`src/common/acs_pkg.sv`:
```
package acs_pkg;
    // register byte addresses
    localparam logic [7:0]  ADDR_SEQUENCER_CONTROL     = 8'h22;
    localparam logic [7:0]  ADDR_AUTOCYCLE_CONTROL      = 8'h23;
    localparam logic [7:0]  ADDR_CHAN_MASK_LO = 8'h24;
    localparam logic [7:0]  ADDR_CHAN_MASK_HI = 8'h25;
    // reset values
    localparam logic [7:0]  RST_SEQUENCER_CONTROL      = 8'h80;
    localparam logic [7:0]  RST_AUTOCYCLE_CONTROL       = 8'h00;
    localparam logic [15:0] RST_CHAN_MASK     = 16'h0001;
    // field positions
    localparam int          SEQ_STD_ON_BIT    = 7;
    localparam int          SEQ_SLOT_MSB      = 6;
    localparam int          AC_ON_BIT         = 0;
    localparam int          AC_SEL_LSB        = 1;
    localparam int          AC_SEL_MSB        = 3;
    localparam logic [7:0]  AC_WR_MASK        = 8'h0F;
    // timing: period per select code, in microseconds
    localparam int          CLK_MHZ           = 25;
    localparam int          PER_W             = 15;
    localparam int          PERIOD_US [8]     = '{10, 20, 40, 80, 100, 200, 400, 800};
    localparam logic [PER_W-1:0] PER_CYC_0    = PER_W'(PERIOD_US[0] * CLK_MHZ);
    localparam logic [PER_W-1:0] PER_CYC_1    = PER_W'(PERIOD_US[1] * CLK_MHZ);
    localparam logic [PER_W-1:0] PER_CYC_2    = PER_W'(PERIOD_US[2] * CLK_MHZ);
    localparam logic [PER_W-1:0] PER_CYC_3    = PER_W'(PERIOD_US[3] * CLK_MHZ);
    localparam logic [PER_W-1:0] PER_CYC_4    = PER_W'(PERIOD_US[4] * CLK_MHZ);
    localparam logic [PER_W-1:0] PER_CYC_5    = PER_W'(PERIOD_US[5] * CLK_MHZ);
    localparam logic [PER_W-1:0] PER_CYC_6    = PER_W'(PERIOD_US[6] * CLK_MHZ);
    localparam logic [PER_W-1:0] PER_CYC_7    = PER_W'(PERIOD_US[7] * CLK_MHZ);
endpackage

```
`src/common/acs_tmr_if.sv`:
```
`timescale 1ns/100ps
// control path between register file and period timer
interface acs_tmr_if;
    logic       en;   // autocycle running
    logic [2:0] sel;  // period select code
    logic       tick; // one-cycle period pulse
    modport ctl (output en, output sel, input tick);
    modport tmr (input en, input sel, output tick);
endinterface

```
`src/hdl/acs_period_timer.sv`:
```
`timescale 1ns/100ps
module acs_period_timer import acs_pkg::*; #(
    parameter logic [7:0][PER_W-1:0] PERIODS = {PER_CYC_7, PER_CYC_6, PER_CYC_5, PER_CYC_4,
                                                PER_CYC_3, PER_CYC_2, PER_CYC_1, PER_CYC_0}
) (
    // clock and reset
    input  wire logic ref_clk_i,
    input  wire logic nrst_i,
    // control from register file
    acs_tmr_if.tmr    t
);
    typedef struct packed {
        logic [PER_W-1:0] cnt;   // cycles into current period
        logic [2:0]       sel_d; // select seen last cycle
        logic             tick;  // period pulse
    } acs_tmr_s;

    acs_tmr_s st_r;   // registered state
    acs_tmr_s st_nxt; // next state

    // count periods; any select change restarts so no odd-length period is emitted
    always_comb begin
        st_nxt       = st_r;
        st_nxt.sel_d = t.sel;
        st_nxt.tick  = 1'b0;
        if (!t.en || t.sel != st_r.sel_d) begin
            st_nxt.cnt = '0; // stopped or retimed
        end else if (st_r.cnt == PER_W'(PERIODS[t.sel] - 1'b1)) begin
            st_nxt.cnt  = '0; // period selected by code
            st_nxt.tick = 1'b1;
        end else begin
            st_nxt.cnt = PER_W'(st_r.cnt + 1'b1);
        end
    end

    // state register
    always_ff @(posedge ref_clk_i or negedge nrst_i) begin
        if (!nrst_i) begin
            st_r <= '0;
        end else begin
            st_r <= st_nxt;
        end
    end

    assign t.tick = st_r.tick;
endmodule

```
`src/hdl/acs_seq_config.sv`:
```
`timescale 1ns/100ps
// Behaviour
// - bit 7 enables standard sequencer, resets set
// - advanced sequence length is slot field plus one
// - period code selects 10 to 800 us
// - autocycle bit starts and stops internal converts
// - mask bit n includes channel n
// - mask resets to channel 0 only
// - autocycle register resets to zero
module acs_seq_config import acs_pkg::*; #(
    // long periods, shortenable for simulation
    parameter logic [PER_W-1:0] PERIOD_CYC_200US = PER_CYC_5,
    parameter logic [PER_W-1:0] PERIOD_CYC_400US = PER_CYC_6,
    parameter logic [PER_W-1:0] PERIOD_CYC_800US = PER_CYC_7
) (
    // clock and reset
    input  wire logic       ref_clk_i,
    input  wire logic       nrst_i,
    // register access
    input  wire logic [7:0] reg_addr_i,
    input  wire logic       reg_wr_i,
    input  wire logic [7:0] reg_wdata_i,
    input  wire logic       reg_rd_i,
    output logic      [7:0] reg_rdata_o,
    // external convert request
    input  wire logic       cnv_req_i,
    // to conversion core
    output logic            conv_start_o,
    output logic      [2:0] conv_chan_o,
    output logic            std_seq_on_o,
    output logic      [7:0] slot_total_o,
    output logic            auto_on_o,
    output logic      [7:0] chan_mask_o
);
    typedef struct packed {
        logic [7:0] sequencer_control;   // sequencer control
        logic [7:0] autocycle_control;    // autocycle control, low nibble only
        logic [7:0] chan_mask;  // channel inclusion
        logic [7:0] slot_total; // slots in advanced sequence
        logic [2:0] chan;       // next candidate channel
        logic [2:0] conv_chan;  // channel of last start
        logic       conv_start; // start pulse
        logic [7:0] rdata;      // read data
    } acs_cfg_s;

    acs_cfg_s st_r;   // registered state
    acs_cfg_s st_nxt; // next state

    acs_tmr_if tmr_if (); // timer control

    // first included channel at or after a start point, wrapping upward
    function automatic logic [2:0] sel_chan(input logic [7:0] m, input logic [2:0] from);
        logic [2:0] idx;
        sel_chan = from;
        for (int i = 7; i >= 0; i--) begin
            idx = 3'(from + 3'(i));
            if (m[idx]) begin
                sel_chan = idx; // lowest offset wins
            end
        end
    endfunction

    // cycles per period code, long codes take module parameters
    localparam logic [7:0][PER_W-1:0] PER_TAB = {PERIOD_CYC_800US, PERIOD_CYC_400US, PERIOD_CYC_200US, PER_CYC_4,
                                                 PER_CYC_3, PER_CYC_2, PER_CYC_1, PER_CYC_0};

    // period timer
    acs_period_timer #(
        .PERIODS (PER_TAB)
    ) u_timer (
        .ref_clk_i (ref_clk_i),
        .nrst_i    (nrst_i),
        .t         (tmr_if.tmr)
    );

    assign tmr_if.en  = st_r.autocycle_control[AC_ON_BIT];
    assign tmr_if.sel = st_r.autocycle_control[AC_SEL_MSB:AC_SEL_LSB];

    // register writes, reads and channel stepping
    always_comb begin
        logic       start;
        logic [2:0] pick;
        start  = 1'b0;
        pick   = 3'h0;
        st_nxt = st_r;
        // writes
        if (reg_wr_i) begin
            case (reg_addr_i)
                ADDR_SEQUENCER_CONTROL:     st_nxt.sequencer_control  = reg_wdata_i;
                ADDR_AUTOCYCLE_CONTROL:      st_nxt.autocycle_control   = reg_wdata_i & AC_WR_MASK;
                ADDR_CHAN_MASK_LO: st_nxt.chan_mask = reg_wdata_i;
                default:           st_nxt.sequencer_control  = st_r.sequencer_control;           // high byte and others ignored
            endcase
        end
        // sequence length follows the slot field
        st_nxt.slot_total = 8'({1'b0, st_nxt.sequencer_control[SEQ_SLOT_MSB:0]} + 8'h01);
        // reads; reserved space reads zero
        if (reg_rd_i) begin
            case (reg_addr_i)
                ADDR_SEQUENCER_CONTROL:     st_nxt.rdata = st_r.sequencer_control;
                ADDR_AUTOCYCLE_CONTROL:      st_nxt.rdata = st_r.autocycle_control;
                ADDR_CHAN_MASK_LO: st_nxt.rdata = st_r.chan_mask;
                default:           st_nxt.rdata = 8'h00;
            endcase
        end
        // a start comes from the timer only while autocycle is on
        start = (tmr_if.tick && st_r.autocycle_control[AC_ON_BIT]) || cnv_req_i;
        st_nxt.conv_start = start;
        if (start) begin
            if (st_r.sequencer_control[SEQ_STD_ON_BIT]) begin
                // pick from mask, candidate rechecked in case the mask changed
                pick              = sel_chan(st_r.chan_mask, st_r.chan);
                st_nxt.conv_chan  = pick;
                st_nxt.chan       = 3'(pick + 3'h1);
            end else begin
                st_nxt.conv_chan  = st_r.chan; // held while standard sequencer off
            end
        end
    end

    // state register
    always_ff @(posedge ref_clk_i or negedge nrst_i) begin
        if (!nrst_i) begin
            st_r.sequencer_control   <= RST_SEQUENCER_CONTROL;
            st_r.autocycle_control    <= RST_AUTOCYCLE_CONTROL;
            st_r.chan_mask  <= RST_CHAN_MASK[7:0];
            st_r.slot_total <= 8'h01;
            st_r.chan       <= 3'h0;
            st_r.conv_chan  <= 3'h0;
            st_r.conv_start <= 1'b0;
            st_r.rdata      <= 8'h00;
        end else begin
            st_r <= st_nxt;
        end
    end

    // outputs straight from the state register
    assign reg_rdata_o  = st_r.rdata;
    assign conv_start_o = st_r.conv_start;
    assign conv_chan_o  = st_r.conv_chan;
    assign std_seq_on_o = st_r.sequencer_control[SEQ_STD_ON_BIT];
    assign slot_total_o = st_r.slot_total;
    assign auto_on_o    = st_r.autocycle_control[AC_ON_BIT];
    assign chan_mask_o  = st_r.chan_mask;

    // checking helpers: gap between starts and channel of last start
    logic [PER_W:0] gap_q;       // cycles since last start
    logic [2:0]     last_q;      // channel of last start
    logic           seen_q;      // last start was sequenced from the mask
    logic           std_q;       // sequencer enable one cycle back
    logic           tmr_start_q; // start now showing came from the timer alone
    logic           chain_q;     // last start timed, setting steady since
    logic [2:0]     sel_q;       // period select one cycle back
    always_ff @(posedge ref_clk_i or negedge nrst_i) begin
        if (!nrst_i) begin
            gap_q       <= '0;
            last_q      <= 3'h0;
            seen_q      <= 1'b0;
            std_q       <= 1'b0;
            tmr_start_q <= 1'b0;
            chain_q     <= 1'b0;
            sel_q       <= 3'h0;
        end else begin
            gap_q       <= conv_start_o ? (PER_W+1)'(1) : (PER_W+1)'(gap_q + 1'b1);
            // enable as it stood when the showing start was picked
            std_q       <= std_seq_on_o;
            seen_q      <= conv_start_o ? std_q : seen_q;
            last_q      <= conv_start_o ? conv_chan_o : last_q;
            tmr_start_q <= tmr_if.tick && auto_on_o && !cnv_req_i;
            sel_q       <= tmr_if.sel;
            // any select change or stop restarts the timer, so the chain breaks
            chain_q     <= (conv_start_o ? tmr_start_q : chain_q) && auto_on_o && (tmr_if.sel == sel_q);
        end
    end
endmodule

```
`config.mk`:
```
export PLATFORM = sky130hd
export DESIGN_NAME = acs_seq_config
export DESIGN_NICKNAME = d
export VERILOG_FILES = /design/src/common/acs_pkg.sv /design/src/common/acs_tmr_if.sv /design/src/hdl/acs_period_timer.sv /design/src/hdl/acs_seq_config.sv
export SDC_FILE = /design/constraint.sdc
export NUM_CORES = 1
export LEC_CHECK = 0
export ABC_AREA = 1
export BUFFER_PORTS_ARGS = -buffer_cell sky130_fd_sc_hd__buf_2
export CORE_UTILIZATION = 50
export DETAILED_ROUTE_END_ITERATION = 8
export PLACE_DENSITY = 0.73
export SYNTH_ARGS = -nofsm -noshare
export SYNTH_HDL_FRONTEND = slang
export SYNTH_SLANG_ARGS = --single-unit
```
`constraint.sdc`:
```
create_clock -name ref_clk_i -period 8.5 [get_ports ref_clk_i]
set_clock_uncertainty 0.2 [all_clocks]
set_input_delay 0.85 -clock ref_clk_i [delete_from_list [all_inputs] [get_ports ref_clk_i]]
set_output_delay 0.85 -clock ref_clk_i [all_outputs]
set_load 0.05 [all_outputs]
```
==> impl_metrics.csv, run 1 <==
group,metric,value,unit
place,portBuffers,50,
sta,hold_viol,0,
cts,cts_tree,"built",
die,core_area,0.00838,mm2
critical_path,critical_path_class,"reg2reg",
logic_synthesis,synth_area_leaders,"dfrtp_1 (33%), nand2_1 (15%), nand3_1 (7.9%)",
power_and_ir_drop,power_leakage,2.55,nW
finish,antenna_cells,0,
grt,grt_pass1_wl,16.2,mm
die,dieHeight,96.0,um
logic_synthesis,yosysSeqAreaShare,35.2,%
sta,finalMaxSlewViolations,0,
sta,whs,273,ps
logic_synthesis,synth_cell_types,43,
power_and_ir_drop,finalPower,1.19,mW
cts,cts.htree.levels,3,
sta,rsz0062_at_grt,"false",
logic_synthesis,synth_top_flop_cell,"dfrtp_1",
grt,grt_pass1_vias,3579,
cts,worst_skew_pair.late_latency,350,ps
logic_synthesis,syn_avg_cell_area,7.44,um2
finish,fin_nets,655,
cts,clkSinkCount,62,
grt,grt_max_degree,63,
grt,grt-ovfl-total,0,
cts,cts_resized,0,
route,ant_nets,0,
cts,post_cts_buffers,0,
run_status,status,"finished, final reports clean",
place,gp_congestion,1.04,
die,dieWidth,96.0,um
logic_synthesis,synth_cells,594,
logic_synthesis,synthDominantCellAreaShare,33.4,%
die,initial_core_util,52.7,%
logic_synthesis,synth-seq-cells,62,
grt,grtUsageTotal,22.6,%
cts,cts.hold.buffers_added,0,
sta,timing.fmax,308,MHz
die,die-area,0.00922,mm2
power_and_ir_drop,peakVddDrop,96.3,uV
critical_path,end_kind,"flop",
die,rows,33,
finish,syn2layout_area_growth,7.25,%
power_and_ir_drop,power_density,250,mW/mm2
sta,setup_viol_count_final,0,
sta,slew_headroom,46.7,%
sta,post-route-period-util,38.2,%
logic_synthesis,async_flop_share,100,%
critical_path,start_kind,"flop",
route,first_pass_iters,4,
run,max_cap_viol_count,0,
logic_synthesis,synth_top_cell_by_area,"dfrtp_1",
route,post_drt_wl_per_cell,13.0,um
logic_synthesis,ys_warn_count,0,
route,drt_wl_total,9.50,mm
grt,grt_antenna_before_repair,0,
cts,clk_pin_slew,80,ps
route,vias_per_cell,5.17,
route,drc,0,
sta,finalSetupTns,0,ps
logic_synthesis,synth_common_cells,"nand2_1 (171), inv_1 (81), nand3_1 (70), dfrtp_1 (59), o21ai_0 (37)",
hold_path,hold_path_class,"reg2reg",
logic_synthesis,synth_edf_count,0,
cts,cts_max_path_buffers,2,
sta,min_period,3250,ps
critical_path,crit_path_max_fanout,12,
critical_path,required,8520,ps
logic_synthesis,syn_nets,629,
place,hpwl,7.23,mm
die,pin_count,51,
route,vias,3772,
cts,root_buffer,"clkbuf_8",
route,dr.first_iter.drc_count,213,
sta,worst_pin_slew,793,ps
finish,drive_above_1_share,17.8,%
logic_synthesis,syn_area,0.00442,mm2
logic_synthesis,synth.most_common_cell,"nand2_1",
cts,numCtsBuffers,9,
critical_path,cp.arrival,3270,ps
## cell families (layout without fill, tap and decap cells)
kind of cell | after synthesis | in the layout | share of synthesized area (%)
simple gates | 311 | 311 | 34.1
mux | 3 | 3 | 0.764
fa+ha+maj | 14 | 14 | 3.96
compound gates | 54 | 54 | 6.74
xor+xnor | 28 | 28 | 5.72
flops | 62 | 62 | 35.2
buf+inv | 122 | 153 | 13.5
## path summary, 6_finish.rpt
| check | startpoint | to | slack (ps) | cells after the start |
|---|---|---|---|---|
| max | st_r[12] | st_r[14] | 5250 | 22 |
| min | reg_rdata_o[7] | reg_rdata_o[7] | 270 | 2 |
| max reg2reg | st_r[12] | st_r[14] | 5250 | 22 |
| min reg2reg | reg_rdata_o[7] | reg_rdata_o[7] | 270 | 2 |
| max in group asynchronous | nrst_i | conv_chan_o[1] | 7120 | 2 |
| min in group asynchronous | nrst_i | slot_total_o[4] | 470 | 2 |
## where the power goes
group | total [mW] | internal, mW | switching (mW)
registers | 0.352 | 0.320 | 0.0316
clock network | 0.275 | 0.139 | 0.136
logic | 0.558 | 0.176 | 0.383
total | 1.18 | 0.635 | 0.550
## metal layers
metal	GRT usage (%)	routed length, um	part of all wire [%]
met1	28.6	4320	45
met2	38.4	4510	47
met3	4.34	462	4.9
met4	8.08	215	2.3
met5	0	0	0
## flip-flops by register name, summed over array words and instances (netlist names)
| register | cells |
|---|---|
| u_timer.t.tick | 1 |
| auto_on_o | 1 |
| reg_rdata_o | 8 |
| slot_total_o | 8 |
| conv_chan_o | 3 |
| u_timer.st_r | 18 |
| conv_start_o | 1 |
| st_r | 13 |
| std_seq_on_o | 1 |
| chan_mask_o | 8 |
## worst max-delay path, cell delays in order (launching register included)
cell,delay (ps)
dfrtp_1,560
inv_1,270
ha_1,490
inv_1,150
nand3_1,140
nand3_1,110
nand2_1,140
inv_1,50
nand2_1,60
nand2_1,40
nand2_1,50
nand2_1,50
nand2_1,70
nand2_1,50
nand2_1,70
nand2_1,80
ha_1,180
inv_1,70
nand2_1,50
o21ai_0,80
inv_1,50
nand2_1,60
nand2_1,60
## through the flow
step / std cells / setup WS [ps] / instance area (um2) / util, %
after floorplan: 594 / 5780 / 4420 / -
after global placement: 714 / 5360 / 4540 / 54.2
after detailed placement: 714 / 5270 / 4540 / 54.2
after CTS: 730 / 5240 / 4740 / 56.6
after global routing: 730 / 4960 / 4740 / 56.6
final: 730 / 5250 / 4740 / 56.6
## final cells by class
type / instances / area, um2
timing repair buffer: 52 / 265
clock buffer: 9 / 124
sequential: 62 / 1560
tap: 105 / 131
multi-input combinational: 410 / 2270
clock inverter: 7 / 77.6
fill: 800 / 3640
inverter: 85 / 319
## cell usage in the layout, fill, tap and decap left out, types with 10 or more instances in the layout
| cell | netlist | final |
|---|---|---|
| inv_1 | 81 | 81 |
| o21ai_0 | 37 | 37 |
| dfrtp_1 | 59 | 59 |
| nor2_1 | 26 | 26 |
| a21oi_1 | 11 | 11 |
| buf_2 | 3 | 50 |
| nor3_2 | 10 | 10 |
| ha_1 | 14 | 14 |
| nand2_1 | 171 | 171 |
| nand3_1 | 70 | 70 |
| xor2_1 | 23 | 23 |
Power figures use the tool's default switching activity.
==> run 2, diff against run 1 <==
--- a/config.mk
+++ b/config.mk
@@ -9,7 +9,7 @@
 export BUFFER_PORTS_ARGS = -buffer_cell sky130_fd_sc_hd__buf_2
 export CORE_UTILIZATION = 50
 export DETAILED_ROUTE_END_ITERATION = 8
-export PLACE_DENSITY = 0.73
+export PLACE_DENSITY = 0.76
 export SYNTH_ARGS = -nofsm -noshare
 export SYNTH_HDL_FRONTEND = slang
 export SYNTH_SLANG_ARGS = --single-unit
==> constraint.sdc (replaced) <==
create_clock -name ref_clk_i -period 2.6 [get_ports ref_clk_i]
set_clock_uncertainty 0.2 [all_clocks]
set_input_delay 0.26 -clock ref_clk_i [delete_from_list [all_inputs] [get_ports ref_clk_i]]
set_output_delay 0.26 -clock ref_clk_i [all_outputs]
set_load 0.05 [all_outputs]
==> impl_metrics.csv, run 2 (synthesis gave the netlist of run 1 again) <==
group,metric,value,unit
die,pin_count,51,
finish,regMostFlops,"u_timer.st_r",
die,die-area,0.00922,mm2
power_and_ir_drop,power_leakage,2.80,nW
finish,largestRegisters,"u_timer.st_r (18), st_r (13)",
finish,antenna_cells,0,
cts,clk_pin_slew,80,ps
finish,final_common_cell,"nand2_1",
run,max_cap_viol_count,0,
critical_path,start_kind,"flop",
finish,fin_nets,689,
cts,worst_skew_pair.late_latency,340,ps
critical_path,reg2regPathDepth,17,
route,first_pass_iters,5,
sta,min_period,2600,ps
grt,grt_pass1_vias,3722,
grt,grt-ovfl-total,0,
sta,timing.fmax,385,MHz
grt,grt_pass1_wl,16.4,mm
sta,post-route-period-util,100,%
die,initial_core_util,52.7,%
finish,syn2layout_area_growth,21.9,%
critical_path,required,2610,ps
run_status,status,"finished, violations left",
route,ant_nets,0,
sta,finalMaxSlewViolations,0,
cts,root_buffer,"clkbuf_8",
sta,setup_viol_count_final,1,
cts,cts.htree.levels,3,
finish,final_cell_mix,"nand2_1 (154), inv_1 (69), dfrtp_1 (57)",
die,dieHeight,96.0,um
route,post_drt_wl_per_cell,14.2,um
critical_path,crit_path_max_fanout,6,
place,portBuffers,50,
run_status,violations,"setup timing",
cts,clkSinkCount,62,
hold_path,hold_path_class,"in2reg",
critical_path,cp.arrival,2620,ps
die,core_area,0.00838,mm2
die,rows,33,
place,pre_cts_ws,-52.0,ps
sta,slew_headroom,68.3,%
hold_path,whs_path_depth,3,
power_and_ir_drop,power_density,857,mW/mm2
critical_path,reg2reg_setup_slack,-0.6,ps
sta,hold_viol,0,
sta,finalSetupTns,-0.617,ps
route,drc,0,
finish,largest_reg_flops,18,
grt,grt_antenna_before_repair,0,
place,placedCellCount,730,
route,dr.first_iter.drc_count,219,
grt,grtUsageTotal,23.2,%
critical_path,critical_path_class,"reg2reg",
critical_path,end_kind,"flop",
route,vias,3991,
die,dieWidth,96.0,um
place,gp_congestion,0.926,
power_and_ir_drop,peakVddDrop,488,uV
finish,utilization,64.3,%
cts,cts_max_path_buffers,2,
sta,setup_ws,-0.617,ps
sta,rsz0062_at_grt,"true",
finish,drive_above_1_share,30.8,%
route,vias_per_cell,5.22,
route,drt_wl_total,10.8,mm
finish,layout.cells.non_filler,764,
grt,grt_max_degree,37,
cts,numCtsBuffers,9,
place,hpwl,7.55,mm
cts,cts_tree,"built",
sta,worst_pin_slew,476,ps
[run 2: power by group]
| group | switching [mW] | internal, mW |
|---|---|---|
| sequential | 0.0772 | 1.05 |
| clock | 0.401 | 0.465 |
| combinational | 1.65 | 0.973 |
| total | 2.13 | 2.49 |
[run 2: stage by stage]
step | area, um2 | total power, mW | hold WS, ps
2_1_floorplan | 4440 | 2.71 | -236
3_3_place_gp | 4700 | 3.06 | 77.0
3_5_place_dp | 4700 | 3.10 | 85.0
4_1_cts | 4970 | 4.00 | 0.516
5_1_grt | 5390 | 4.95 | 6.27
6_report | 5390 | 4.61 | 8.30
[run 2: path summary, 6_finish.rpt]
path                                 from                to
max                              st_r[32]  u_timer.st_r[16]
min                        reg_wdata_i[1]          st_r[40]
max reg2reg                      st_r[32]  u_timer.st_r[16]
min reg2reg                reg_rdata_o[6]    reg_rdata_o[6]
max in group asynchronous          nrst_i          st_r[14]
min in group asynchronous          nrst_i          st_r[44]
[run 2: timing repair]
item | CTS | global route
pin swaps | 1 | 19
hold buffers | 5 | 0
gates resized for setup | 5 | 77
setup endpoints to repair | 14 | 17
buffers inserted | 0 | 11
cloned | 0 | 2
endpoints found under the hold margin | 63 | 0
[run 2: per-layer routing]
layer  GRT usage (%)  part of all wire, %  vias up  wire [um]
met4            9.08                  1.9        0        210
met2            39.4                   50      137       5360
met3            3.48                  5.3       24        574
met5               0                    0        -          0
met1            29.7                   43     1864       4680
li1                -                    -     1966          -
[run 2: area by class of cell]
cell class	count	area [um2]
flip-flops and latches	62	1560
repair buffers	86	596
clock inverters	6	61.3
fillers	710	2990
well taps	105	131
multi-input cells	410	2570
clock buffers	10	138
inverters	85	332
[run 2: worst max-delay path, stage by stage, from the launching register on]
cell and delay [ps]:
dfrtp_1 430, inv_2 140, buf_4 160, ha_4 150, o21ai_4 80, nor2_8 120, nand2_4 80, nor2_8 130
nand2_1 60, nand2_1 90, nand2_1 70, nand2_2 70, nand2_2 50, nor2_2 80, nand3_2 120, nor2_4 210
clkbuf_16 180, nor3_2 40
==> run 3, diff against run 2 <==
--- a/config.mk
+++ b/config.mk
@@ -8,8 +8,9 @@
 export ABC_AREA = 1
 export BUFFER_PORTS_ARGS = -buffer_cell sky130_fd_sc_hd__buf_2
 export CORE_UTILIZATION = 50
+export CTS_BUF_LIST = sky130_fd_sc_hd__clkbuf_4
 export DETAILED_ROUTE_END_ITERATION = 8
-export PLACE_DENSITY = 0.76
+export PLACE_DENSITY = 0.73
 export SYNTH_ARGS = -nofsm -noshare
 export SYNTH_HDL_FRONTEND = slang
 export SYNTH_SLANG_ARGS = --single-unit
==> impl_metrics.csv, run 3 (synthesis gave the netlist of run 1 again) <==
group,metric,value,unit
power_and_ir_drop,finalPower,4.66,mW
run_status,status,"finished, final reports clean",
place,hpwl,7.70,mm
cts,clkSinkCount,62,
route,vias_per_cell,5.23,
critical_path,critical_path_class,"reg2reg",
critical_path,crit_path_max_fanout,8,
grt,grt_max_degree,30,
route,dr.first_iter.drc_count,223,
sta,min_period,2590,ps
route,ant_nets,0,
cts,worst_skew_pair.late_latency,410,ps
cts,cts.htree.levels,3,
run,max_cap_viol_count,0,
route,wl_met1,4.55,mm
hold_path,hold_end,"std_seq_on_o",
die,dieWidth,96.0,um
route,drt_wl_total,10.9,mm
place,gp_congestion,0.912,
route,wl_met3,703,um
finish,regArea,0.00156,mm2
critical_path,worstPathCellList,"buf_6, ha_1, nand2_2, o21ai_4, nor2_8, nand2_4, nor2_8, nand3_1, nand3_2, nand2_2, nor2_2, nand3_2, nor2_4, clkbuf_16, nor3_2",
sta,rsz0062_at_grt,"true",
sta,hold_viol,0,
hold_path,hp-start,"reg_wr_i",
finish,syn2layout_area_growth,23.2,%
grt,grt-ovfl-total,0,
route,first_pass_iters,4,
critical_path,end_kind,"flop",
critical_path,max_stage_delay,450,ps
sta,timing.fmax,386,MHz
critical_path,rr_endpoint,"u_timer.st_r[12]",
cts,root_buffer,"clkbuf_4",
die,core_area,0.00838,mm2
cts,cts_max_path_buffers,2,
route,highest_layer,"met4",
critical_path,start_kind,"flop",
finish,fin_area,0.00545,mm2
finish,largest_reg_flops,18,
critical_path,cpLargestDelayFamily,"simple AND/OR/NAND/NOR gates",
power_and_ir_drop,peakVddDrop,494,uV
cts,cts_tree,"built",
die,initial_core_util,52.7,%
finish,multiInputGateArea,0.00255,mm2
sta,setup_ws,12.4,ps
finish,final_cell_mix,"nand2_1 (157), inv_1 (71), nand3_1 (57)",
route,post_drt_wl_per_cell,14.0,um
die,pin_count,51,
sta,post-route-period-util,99.5,%
cts,clk_pin_slew,120,ps
die,dieHeight,96.0,um
grt,grt_antenna_before_repair,0,
power_and_ir_drop,power_density,856,mW/mm2
sta,setup_viol_count_final,0,
finish,regMostFlops,"u_timer.st_r",
cts,numCtsBuffers,9,
place,placedCellCount,729,
route,wl_met2,5.48,mm
hold_path,hold_path_class,"in2reg",
finish,n_fill_cell,678,
grt,grt_pass1_wl,16.9,mm
finish,antenna_cells,0,
sta,slew_headroom,69.2,%
place,portBuffers,50,
critical_path,critPathBufInv,2,
critical_path,crit_slowest_cell,"dfrtp_2",
grt,grtUsageTotal,23.9,%
route,vias,4067,
finish,layout.cells.non_filler,778,
finish,fin_nets,703,
power_and_ir_drop,power_leakage,2.81,nW
die,die-area,0.00922,mm2
route,drc,0,
finish,final_common_cell,"nand2_1",
critical_path,reg2regPathDepth,15,
critical_path,required,2690,ps
critical_path,cp.arrival,2680,ps
sta,whs,31.6,ps
grt,grt_pass1_vias,3714,
critical_path,reg2reg_setup_slack,10,ps
place,pre_cts_ws,-23.0,ps
finish,largestRegisters,"u_timer.st_r (18), st_r (13)",
die,rows,33,
hold_path,whs_path_depth,3,
sta,finalMaxSlewViolations,0,
finish,drive_above_1_share,29.9,%
critical_path,r2r_start,"st_r[33]",
sta,worst_pin_slew,459,ps
place,dpl_cell_area,0.00469,mm2
## run 3: worst min-delay path: stages
cell and delay [ps]:
buf_2 130, nand2_4 150, o21ai_0 100
## run 3: worst max path at each step
stage | startpoint | depth (start not counted) | end | slack (ps)
finish | st_r[33] | 15 | u_timer.st_r[12] | 10
global route | st_r[12] | 23 | st_r[14] | -230
CTS | st_r[32] | 18 | u_timer.st_r[18] | 6
detailed placement | st_r[32] | 16 | u_timer.st_r[7] | -20
global placement | st_r[32] | 16 | u_timer.st_r[6] | 50
floorplan | st_r[13] | 23 | st_r[14] | 10
## run 3: power breakdown
part	leakage, nW	internal, mW	switching [mW]
clock	0.0744	0.390	0.395
combinational	1.94	1.05	1.70
sequential	0.794	1.05	0.0715
total	2.81	2.49	2.17
## run 3: stage by stage
stage / util, % / TNS (ps)
finish: 65.0 / 0
global route: 65.0 / -1590
CTS: 59.5 / 0
detailed placement: 56.0 / -190
global placement: 56.0 / 0
floorplan: - / 0
## run 3: what timing repair did
item / in CTS / in global routing
gates cloned: 0 / 1
setup endpoints to repair: 14 / 17
buffers inserted: 1 / 20
hold endpoints to repair: 72 / 0
resized for setup: 3 / 70
hold buffers: 11 / 0
pin swaps: 2 / 24
## run 3: routing by layer
metal  track usage, %  vias to the layer above
met2             41.4                      163
met3             4.42                       28
met1             30.0                     1876
met5                0                        -
met4             7.46                        0
li1                 -                     2000
## run 3: area by class of cell
| class | count | area share, % |
|---|---|---|
| multi-input cells | 410 | 46.8 |
| clock buffers | 9 | 1.24 |
| flip-flops and latches | 62 | 28.6 |
| well taps | 105 | 2.41 |
| inverters | 85 | 6.09 |
| clock inverters | 7 | 1.82 |
| repair buffers | 100 | 13.1 |
